## src/align_cfg.svh

```systemverilog
// Functional notes
// Sync divider, FIFO, mixers, NCO, meter, correction.
// Every block runs without any sync.
// Global mode is active after reset.
// Pin rising edge syncs all, internal order.
// Serial source: trigger bit 0-1 starts global.
// Both disables set: only enabled blocks sync.
// Block trigger is pin or own bit.
// Sync not needed: written value applies immediately.
// Sync needed: shadow loads on sync pulse.
// Host orders divider, FIFO, then the rest.
// FIFO sync: write pointer 0, read 4.
// Sync loads offset correction values.
// Sync loads gain and phase correction.
// Sync loads NCO frequency and phase.
// Sync sets NCO accumulator to phase offset.
// Coarse mixer restarts from programmed phase.
// Power meter starts after programmed delay.
// Eight-deep FIFO, pointers four apart.
// Pointers within two flag collision, mid code.
// Pin and bits synchronised, edge gives pulse.
`ifndef ALIGN_CFG_SVH
`define ALIGN_CFG_SVH
`define OFS_CTRL      8'h00
`define OFS_BLK_EN    8'h04
`define OFS_BLK_SRC   8'h08
`define OFS_BLK_TRIG  8'h0c
`define OFS_QOFS      8'h10
`define OFS_QGAIN     8'h14
`define OFS_QPHASE    8'h18
`define OFS_NCO_FREQ  8'h1c
`define OFS_NCO_PHASE 8'h20
`define OFS_CMIX      8'h24
`define OFS_PM_DELAY  8'h28
`define OFS_STATUS    8'h2c
`define CTRL_W        10
`define CTRL_TX_DIS   0
`define CTRL_RX_DIS   1
`define CTRL_TX_SRC   2
`define CTRL_RX_SRC   3
`define CTRL_GTRIG    4
`define CTRL_OFS_NEED 5
`define CTRL_GPH_NEED 6
`define CTRL_NCO_NEED 7
`define CTRL_COLL_EN  8
`define CTRL_MUTE_EN  9
`define BLK_N         7
`define BLK_DIV       0
`define BLK_FIFO      1
`define BLK_CMIX      2
`define BLK_NCO       3
`define BLK_PM        4
`define BLK_QGPH      5
`define BLK_QOFS      6
`define BLK_REST_MASK 7'h7c
`define QOFS_B_LSB    16
`define QGAIN_B_LSB   16
`define CMIX_MODE_LSB 2
`define RST_QGAIN     11'h400
`define RST_PM_DELAY  16'h0008
`define FIFO_PTR_W    3
`define FIFO_WR_INIT  3'h0
`define FIFO_RD_INIT  3'h4
`define COLL_GAP      3'h2
`endif

```

## src/align_pkg.sv

```systemverilog
`include "align_cfg.svh"
package align_pkg;
  typedef enum logic [3:0] {
    SEQ_IDLE = 4'b0001,
    SEQ_DIV  = 4'b0010,
    SEQ_FIFO = 4'b0100,
    SEQ_REST = 4'b1000
  } seq_state_type;

  typedef struct packed {
    logic [10:0] gain_a;
    logic [10:0] gain_b;
    logic [9:0]  phase;
    logic [12:0] ofs_a;
    logic [12:0] ofs_b;
  } qcorr_type;

  typedef struct packed {
    logic [`FIFO_PTR_W-1:0] wr;
    logic [`FIFO_PTR_W-1:0] rd;
    logic                   coll;
    logic                   mute;
  } fifo_state_type;

  typedef struct packed {
    logic                pin_s1;
    logic                pin_s2;
    logic                pin_prev;
    logic                gtrig_prev;
    logic [`CTRL_W-1:0]  ctrl;
    logic [`BLK_N-1:0]   blk_en;
    logic [`BLK_N-1:0]   blk_src;
    logic [`BLK_N-1:0]   blk_trig;
    logic [`BLK_N-1:0]   trig_prev;
    logic [`BLK_N-1:0]   pulse;
    qcorr_type           sh_q;
    qcorr_type           qc;
    logic [31:0]         nco_freq_sh;
    logic [31:0]         nco_freq;
    logic [31:0]         nco_acc;
    logic [19:0]         nco_ph_sh;
    logic [3:0]          cmix_sh;
    logic [1:0]          cmix_step;
    logic [1:0]          div_phase;
    logic [15:0]         pm_delay;
    logic [15:0]         pm_cnt;
    logic                pm_run;
    seq_state_type       seq;
    logic [31:0]         prdata;
    logic                pready;
    logic                pslverr;
  } ctl_state_type;
endpackage

```

## src/align_fifo_ptrs.sv

```systemverilog
`timescale 1ns/1ps
`include "align_cfg.svh"
module align_fifo_ptrs (
  // Clock and reset
  input  wire logic               sys_clk,
  input  wire logic               nrst,
  // Controls
  input  wire logic               sync_pulse,
  input  wire logic               wr_adv,
  input  wire logic               rd_adv,
  input  wire logic               coll_en,
  input  wire logic               mute_en,
  // Pointer state
  output align_pkg::fifo_state_type state
);
  import align_pkg::*;

  fifo_state_type         q;
  fifo_state_type         d;
  logic [`FIFO_PTR_W-1:0] gap_f;
  logic [`FIFO_PTR_W-1:0] gap_b;

  always_comb begin
    d = q;
    // Pointers wrap naturally at the eight-entry depth.
    if (sync_pulse) begin
      d.wr = `FIFO_WR_INIT;
      d.rd = `FIFO_RD_INIT;
    end else begin
      d.wr = q.wr + {{(`FIFO_PTR_W-1){1'b0}}, wr_adv};
      d.rd = q.rd + {{(`FIFO_PTR_W-1){1'b0}}, rd_adv};
    end
    gap_f = d.wr - d.rd;
    gap_b = d.rd - d.wr;
    d.coll = coll_en && (gap_f <= `COLL_GAP || gap_b <= `COLL_GAP);
    d.mute = d.coll && mute_en;
  end

  always_ff @(posedge sys_clk) begin
    if (!nrst) begin
      q <= '{wr: `FIFO_WR_INIT, rd: `FIFO_RD_INIT, coll: 1'b0, mute: 1'b0};
    end else begin
      q <= d;
    end
  end

  assign state = q;
endmodule

```

## src/multichip_sync_control.sv

```systemverilog
`timescale 1ns/1ps
`include "align_cfg.svh"
module multichip_sync_control (
  // Clock and reset
  input  wire logic                 sys_clk,
  input  wire logic                 nrst,
  // APB slave
  input  wire logic                 psel,
  input  wire logic                 penable,
  input  wire logic                 pwrite,
  input  wire logic [7:0]           paddr,
  input  wire logic [31:0]          pwdata,
  output logic [31:0]               prdata,
  output logic                      pready,
  output logic                      pslverr,
  // Sync source pin
  input  wire logic                 sync_pin,
  // FIFO pointer advance strobes
  input  wire logic                 fifo_wr_adv,
  input  wire logic                 fifo_rd_adv,
  // Block sync pulses and applied settings
  output logic [`BLK_N-1:0]         blk_sync_pulse,
  output logic [1:0]                div_phase,
  output align_pkg::fifo_state_type fifo_state,
  output logic [1:0]                cmix_mode,
  output logic [1:0]                cmix_step,
  output logic [31:0]               nco_freq,
  output logic [31:0]               nco_acc,
  output align_pkg::qcorr_type      qcorr,
  output logic                      pm_run
);
  import align_pkg::*;

  ctl_state_type     q;
  ctl_state_type     d;
  logic              pin_edge;
  logic              gtrig_edge;
  logic              g_on;
  logic              g_src_reg;
  logic              g_start;
  logic              hit;
  logic              wr_en;
  logic [`BLK_N-1:0] fire;
  logic [31:0]       rd_val;

  function automatic logic [`BLK_N-1:0] rise(input logic [`BLK_N-1:0] now,
                                             input logic [`BLK_N-1:0] was);
    return now & ~was;
  endfunction

  function automatic logic mapped(input logic [7:0] a);
    case (a)
      `OFS_CTRL, `OFS_BLK_EN, `OFS_BLK_SRC, `OFS_BLK_TRIG, `OFS_QOFS, `OFS_QGAIN,
      `OFS_QPHASE, `OFS_NCO_FREQ, `OFS_NCO_PHASE, `OFS_CMIX, `OFS_PM_DELAY,
      `OFS_STATUS: return 1'b1;
      default: return 1'b0;
    endcase
  endfunction

  // Only the second synchroniser stage feeds the edge detector.
  assign pin_edge   = rise(`BLK_N'(q.pin_s2), `BLK_N'(q.pin_prev)) != '0;
  assign gtrig_edge = rise(`BLK_N'(q.ctrl[`CTRL_GTRIG]), `BLK_N'(q.gtrig_prev)) != '0;
  assign g_on       = !(q.ctrl[`CTRL_TX_DIS] && q.ctrl[`CTRL_RX_DIS]);
  assign g_src_reg  = q.ctrl[`CTRL_TX_SRC] || q.ctrl[`CTRL_RX_SRC];
  assign g_start    = g_on && (g_src_reg ? gtrig_edge : pin_edge); // see
  assign hit        = mapped(paddr);
  assign wr_en      = psel && penable && q.pready && pwrite && hit;

  // Block-specific triggers are ignored while global mode owns the blocks.
  assign fire = g_on ? '0 : q.blk_en & ((q.blk_src & rise(q.blk_trig, q.trig_prev)) |
                                        (~q.blk_src & {`BLK_N{pin_edge}}));

  always_comb begin
    rd_val = 32'h0;
    case (paddr)
      `OFS_CTRL:      rd_val = 32'(q.ctrl);
      `OFS_BLK_EN:    rd_val = 32'(q.blk_en);
      `OFS_BLK_SRC:   rd_val = 32'(q.blk_src);
      `OFS_BLK_TRIG:  rd_val = 32'(q.blk_trig);
      `OFS_QOFS:      rd_val = {3'h0, q.sh_q.ofs_b, 3'h0, q.sh_q.ofs_a};
      `OFS_QGAIN:     rd_val = {5'h0, q.sh_q.gain_b, 5'h0, q.sh_q.gain_a};
      `OFS_QPHASE:    rd_val = 32'(q.sh_q.phase);
      `OFS_NCO_FREQ:  rd_val = q.nco_freq_sh;
      `OFS_NCO_PHASE: rd_val = 32'(q.nco_ph_sh);
      `OFS_CMIX:      rd_val = 32'(q.cmix_sh);
      `OFS_PM_DELAY:  rd_val = 32'(q.pm_delay);
      `OFS_STATUS:    rd_val = 32'({q.pm_run, q.seq != SEQ_IDLE, fifo_state});
      default:        rd_val = 32'h0;
    endcase
  end

  always_comb begin
    d = q;
    d.pin_s1     = sync_pin;
    d.pin_s2     = q.pin_s1;
    d.pin_prev   = q.pin_s2;
    d.trig_prev  = q.blk_trig;
    d.gtrig_prev = q.ctrl[`CTRL_GTRIG];

    // One wait state: pready rises in the second access cycle.
    d.pready  = 1'b0;
    d.pslverr = 1'b0;
    d.prdata  = 32'h0;
    if (psel && penable && !q.pready) begin
      d.pready  = 1'b1;
      d.pslverr = !hit;
      d.prdata  = pwrite ? 32'h0 : rd_val;
    end
    if (wr_en) begin
      case (paddr)
        `OFS_CTRL:      d.ctrl = pwdata[`CTRL_W-1:0];
        `OFS_BLK_EN:    d.blk_en = pwdata[`BLK_N-1:0];
        `OFS_BLK_SRC:   d.blk_src = pwdata[`BLK_N-1:0];
        `OFS_BLK_TRIG:  d.blk_trig = pwdata[`BLK_N-1:0];
        `OFS_QOFS: begin
          d.sh_q.ofs_a = pwdata[12:0];
          d.sh_q.ofs_b = pwdata[`QOFS_B_LSB +: 13];
        end
        `OFS_QGAIN: begin
          d.sh_q.gain_a = pwdata[10:0];
          d.sh_q.gain_b = pwdata[`QGAIN_B_LSB +: 11];
        end
        `OFS_QPHASE:    d.sh_q.phase = pwdata[9:0];
        `OFS_NCO_FREQ:  d.nco_freq_sh = pwdata;
        `OFS_NCO_PHASE: d.nco_ph_sh = pwdata[19:0];
        `OFS_CMIX:      d.cmix_sh = pwdata[3:0];
        `OFS_PM_DELAY:  d.pm_delay = pwdata[15:0];
        default:        d.ctrl = q.ctrl;
      endcase
    end

    // Global sequence: divider, then FIFO, then all remaining blocks at once.
    d.pulse = fire;
    case (q.seq)
      SEQ_IDLE: begin
        if (g_start) begin
          d.seq = SEQ_DIV;
        end
      end
      SEQ_DIV: begin
        d.pulse[`BLK_DIV] = 1'b1;
        d.seq = SEQ_FIFO;
      end
      SEQ_FIFO: begin
        d.pulse[`BLK_FIFO] = 1'b1;
        d.seq = SEQ_REST;
      end
      SEQ_REST: begin
        d.pulse = d.pulse | `BLK_REST_MASK;
        d.seq = SEQ_IDLE;
      end
      default: d.seq = SEQ_IDLE;
    endcase

    // Free-running counters keep going with no sync ever applied.
    d.div_phase = q.pulse[`BLK_DIV] ? 2'h0 : q.div_phase + 2'h1;
    d.cmix_step = q.pulse[`BLK_CMIX] ? q.cmix_sh[1:0] : q.cmix_step + 2'h1;

    if (q.pulse[`BLK_NCO] || !q.ctrl[`CTRL_NCO_NEED]) begin
      d.nco_freq = q.nco_freq_sh; // see
    end
    if (q.pulse[`BLK_NCO]) begin
      d.nco_acc = {q.nco_ph_sh, 12'h000};
    end else begin
      d.nco_acc = q.nco_acc + q.nco_freq;
    end

    if (q.pulse[`BLK_QGPH] || !q.ctrl[`CTRL_GPH_NEED]) begin
      d.qc.gain_a = q.sh_q.gain_a;
      d.qc.gain_b = q.sh_q.gain_b;
      d.qc.phase  = q.sh_q.phase;
    end
    if (q.pulse[`BLK_QOFS] || !q.ctrl[`CTRL_OFS_NEED]) begin
      d.qc.ofs_a = q.sh_q.ofs_a; // see
      d.qc.ofs_b = q.sh_q.ofs_b;
    end

    if (q.pulse[`BLK_PM]) begin
      d.pm_cnt = q.pm_delay;
      d.pm_run = 1'b0;
    end else if (!q.pm_run) begin
      if (q.pm_cnt == 16'h0) begin
        d.pm_run = 1'b1;
      end else begin
        d.pm_cnt = q.pm_cnt - 16'h1;
      end
    end
  end

  always_ff @(posedge sys_clk) begin
    if (!nrst) begin
      q             <= '0;
      q.seq         <= SEQ_IDLE;
      q.sh_q.gain_a <= `RST_QGAIN;
      q.sh_q.gain_b <= `RST_QGAIN;
      q.qc.gain_a   <= `RST_QGAIN;
      q.qc.gain_b   <= `RST_QGAIN;
      q.pm_delay    <= `RST_PM_DELAY;
      q.pm_run      <= 1'b1;
    end else begin
      q <= d;
    end
  end

  align_fifo_ptrs u_fifo (
    .sys_clk    (sys_clk),
    .nrst       (nrst),
    .sync_pulse (q.pulse[`BLK_FIFO]),
    .wr_adv     (fifo_wr_adv),
    .rd_adv     (fifo_rd_adv),
    .coll_en    (q.ctrl[`CTRL_COLL_EN]),
    .mute_en    (q.ctrl[`CTRL_MUTE_EN]),
    .state      (fifo_state)
  );

  assign prdata         = q.prdata;
  assign pready         = q.pready;
  assign pslverr        = q.pslverr;
  assign blk_sync_pulse = q.pulse;
  assign div_phase      = q.div_phase;
  assign cmix_mode      = q.cmix_sh[`CMIX_MODE_LSB +: 2];
  assign cmix_step      = q.cmix_step;
  assign nco_freq       = q.nco_freq;
  assign nco_acc        = q.nco_acc;
  assign qcorr          = q.qc;
  assign pm_run         = q.pm_run;
endmodule

```

## config.mk

```make
export PLATFORM = sky130hd
export DESIGN_NAME = multichip_sync_control
export DESIGN_NICKNAME = d
export VERILOG_FILES = /design/src/align_pkg.sv /design/src/align_fifo_ptrs.sv /design/src/multichip_sync_control.sv
export VERILOG_INCLUDE_DIRS = /design/src
export SDC_FILE = /design/constraint.sdc
export NUM_CORES = 1
export LEC_CHECK = 0
export BUFFER_PORTS_ARGS = -buffer_cell sky130_fd_sc_hd__buf_2
export CORE_ASPECT_RATIO = 0.8
export CORE_UTILIZATION = 60
export CTS_BUF_LIST = sky130_fd_sc_hd__clkbuf_2
export DETAILED_ROUTE_END_ITERATION = 8
export MAX_ROUTING_LAYER = met4
export PLACE_DENSITY = 0.85
export SYNTH_ARGS = -nofsm -noshare
export SYNTH_HDL_FRONTEND = slang
export SYNTH_SLANG_ARGS = --single-unit
```

## constraint.sdc

```tcl
create_clock -name sys_clk -period 4 [get_ports sys_clk]
set_input_delay 0.8 -clock sys_clk [delete_from_list [all_inputs] [get_ports sys_clk]]
set_output_delay 0.8 -clock sys_clk [all_outputs]
set_load 0.01 [all_outputs]
```

==> impl_metrics.toml <==
[cts]
clkSinkCount = 368
cts_max_level = 3
ctsHoldBuffers = 0
cts_tree = "built"
clk_latency_ns = 0.96
cts_buffers = 87
cts_root_buf = "clkbuf_2"
cts_resized = 0
clk_pin_slew_worst_paths_ns = 0.09
postCtsSetupBuffers = 0
cts.path.max_buffers = 3

[hold_path]
hold_path_end = "q[296]$_SDFFE_PN0P_"
worstHoldPathCells = 3
hp-class = "input port to register"
hold_start = "pwdata[23]"

[sta]
worstMarginPinSlew_ns = 1.24
rsz0062_at_grt = "false"
clock_skew_ns = 0.0654
report.final.hold_viol_count = 0
fin_crit_sh = 0.726
setup_viol_count_final = 0
setup_tns_ns = 0
fmax_mhz = 344
fin_crit_ns = 2.91
hold_ws_ns = 0.0912
maxSlewHeadroom = 0.169
maxSlewViolCount = 0

[cells_and_area]
drive_above_1_share = 0.178
area.growth.synth_to_final_pct = 4.30
layout.nets = 2271
final.fill_count = 2434

[pwr]
leakage_nw = 7.31
pwr-share-comb = 0.051
ir_worst_vdd_uv = 222
p_clk_frac = 0.360
swShare = 0.267
p_sw_w = 0.00167
power.total_w = 0.00626
power_density_nw_per_um2 = 341
internal-power_w = 0.00459
p_seq_frac = 0.589

[grt]
grt_pass1_vias = 14692
grt_pass1_wl_mm = 81.1
grt_overflow = 0
grt_use_met2 = 0.506
met1_usage = 0.480
grt_max_degree = 184
grt_util_met3 = 0.0746
grt-busiest-layer = "met2"
antenna_found_initial = 4
track_usage = 0.353

[die]
dieArea_um2 = 30100
fp.dieH_um = 155
ioPinCount = 226
coreArea_um2 = 28600
initial_core_util = 0.617
die_w_um = 194
row_count = 55

[critical_path]
rr_endpoint = "nco_acc[30]$_SDFF_PN0_"
r2r-start = "nco_freq[0]$_SDFFE_PN0P_"
max_stage_delay_ns = 0.51
critical_path_arrival_ns = 3.76
cp_slowest_cell = "a211oi_1"
crit_path_cell_trace = "ha_1 -> inv_1 -> fa_1 -> nand2b_1 -> a21oi_1 -> o31ai_1 -> a211oi_1 -> o21ai_1 -> or3_1 -> nand3_1"
path_class = "register to register"
worstPathMaxFanout = 4
end_kind = "register"
r2r_slack_ns = 1.09
rr_worst_depth = 10
worstPathRequired_ns = 4.85
critPathLaunchType = "register"

[drt]
vias = 15742
drtIter0Drc = 2045
vias_per_cell = 6.09
drc_errors = 0
drt-total-wl_mm = 52.7
post_drt_wl_per_cell_um = 20.4
ant_nets = 0
dr.pass1.iters = 9

[synthesis]
synth_edf_count = 0
ys_types = 78
synth_area_um2 = 17600
ys.warnings.count = 0
syn_avg_cell_area_um2 = 8.26
async_reset_ff_frac = 0
syn_inst = 2135
yosysSeqAreaShare = 0.418
ys_ff_latch = 368
ys.flop_type = "dfxtp_1"
syn-num-nets = 2225

[place]
gp_congestion = 1.00
dp_hpwl_mm = 37.5
io_buffers = 225

[flow_run]
maxCapViolations = 0

[status]
status = "finished clean"
==> through the flow <==
step | cell area [µm²] | instances | setup WS [ns] | utilization
6_report | 18400 | 2586 | 1.09 | 0.644
5_1_grt | 18400 | 2586 | 0.914 | 0.644
4_1_cts | 18400 | 2582 | 1.16 | 0.643
3_5_place_dp | 17700 | 2462 | 0.753 | 0.621
3_3_place_gp | 17700 | 2462 | 0.834 | 0.621
2_1_floorplan | 17600 | 2135 | 1.15 | -
==> registers in the layout (all words and copies together), names as in the netlist <==
name / cells
blk_sync_pulse: 7
pready: 1
prdata: 32
cmix_mode: 2
u_fifo.state: 8
nco_freq: 32
qcorr: 58
cmix_step: 2
nco_acc: 32
div_phase: 2
q: 180
pm_run: 1
d: 10
pslverr: 1
==> power by group through the flow <==
stage,Clock (W),Sequential (W),Combinational [W]
after global placement,0,0.00377,0.000297
after floorplan,0,0.00377,0.000200
after detailed placement,0,0.00377,0.000306
final,0.00226,0.00369,0.000318
after CTS,0.00228,0.00369,0.000307
after global routing,0.00246,0.00369,0.000335
==> Yosys cell counts, types with 25 or more instances <==
library cell	count	area (µm²)
nand2_1	534	2000
dfxtp_1	368	7370
buf_4	169	1270
a21boi_1	117	878
a21boi_0	112	841
clkbuf_1	111	417
nor2_1	73	274
a21oi_1	63	315
nand3_1	62	310
o21ai_0	60	300
ha_1	39	488
nor2b_1	31	194
a22oi_1	29	218
and2_1	29	181
inv_1	27	101
nor3_1	25	125
==> cell usage in the layout (no fill, tap or decap), drive strengths merged, types with 5 or more instances in the layout <==
cell,Yosys,routed
o211ai,5,5
buf,186,254
nor3b,6,6
nand4,12,12
nor3,25,25
a21oi,63,63
and2,31,31
o22ai,13,13
nand2,534,534
mux2i,24,24
o21ai,64,64
a22o,5,5
a211oi,9,9
nor2b,31,31
ha,39,39
xor2,14,14
o21a,8,8
nor4,10,10
clkbuf,111,108
nand3,63,63
a22oi,29,29
and3,5,5
a21o,7,7
a21boi,229,229
or3,8,8
a31oi,20,20
clkinv,1,8
nor2,74,74
dfxtp,368,368
nand2b,13,13
a222oi,20,20
a211o,5,5
xnor2,21,21
inv,27,29
==> kinds of logic (layout without fill, tap and decap cells) <==
kind of cell | count (synthesis) | count (layout) | share of synthesized area
flops | 368 | 368 | 0.418
mux | 26 | 26 | 0.0149
xor+xnor | 35 | 35 | 0.0174
compound gates | 512 | 512 | 0.205
simple gates | 827 | 827 | 0.207
other cells | 0 | 4 | 0
buf+inv | 325 | 402 | 0.106
fa+ha+maj | 42 | 42 | 0.0311
==> per-layer routing <==
layer	vias up	wire, µm
met5	-	0
met4	0	1680
li1	7250	-
met3	133	6390
met2	950	22300
met1	7409	22300
==> area by class of cell <==
class / instances / area (µm²) / area share
inverter: 28 / 105 / 0.00572
multi-input combinational: 1442 / 8420 / 0.458
antenna: 4 / 10.0 / 0.000544
timing repair buffer: 254 / 1380 / 0.0748
clock buffer: 108 / 541 / 0.0294
clock inverter: 12 / 100 / 0.00544
tap: 370 / 463 / 0.0252
sequential: 368 / 7370 / 0.401
==> worst max-delay path: cells and delay by family, from the launching register on <==
| kind | cells | cell delay, ns |
|---|---|---|
| AND/OR/NAND/NOR | 3 | 0.65 |
| adder cells (fa/ha/maj) | 2 | 0.58 |
| flip-flops | 1 | 0.40 |
| AO/OA/AOI/OAI | 4 | 1.17 |
| buffers and inverters | 1 | 0.06 |
==> worst max-delay path by stage <==
stage / from / endpoint / slack, ns
2_1_floorplan: fifo_rd_adv / u_fifo.state[0]$_SDFF_PN0_ / 1.15
3_3_place_gp: paddr[3] / q[67]$_SDFFE_PN0P_ / 0.83
3_5_place_dp: paddr[3] / q[68]$_SDFFE_PN0P_ / 0.75
4_1_cts: nco_freq[0]$_SDFFE_PN0P_ / nco_acc[30]$_SDFF_PN0_ / 1.16
5_1_grt: nco_freq[0]$_SDFFE_PN0P_ / nco_acc[30]$_SDFF_PN0_ / 0.91
6_report: nco_freq[0]$_SDFFE_PN0P_ / nco_acc[30]$_SDFF_PN0_ / 1.09
No activity file was read; power rests on OpenSTA's default activity.
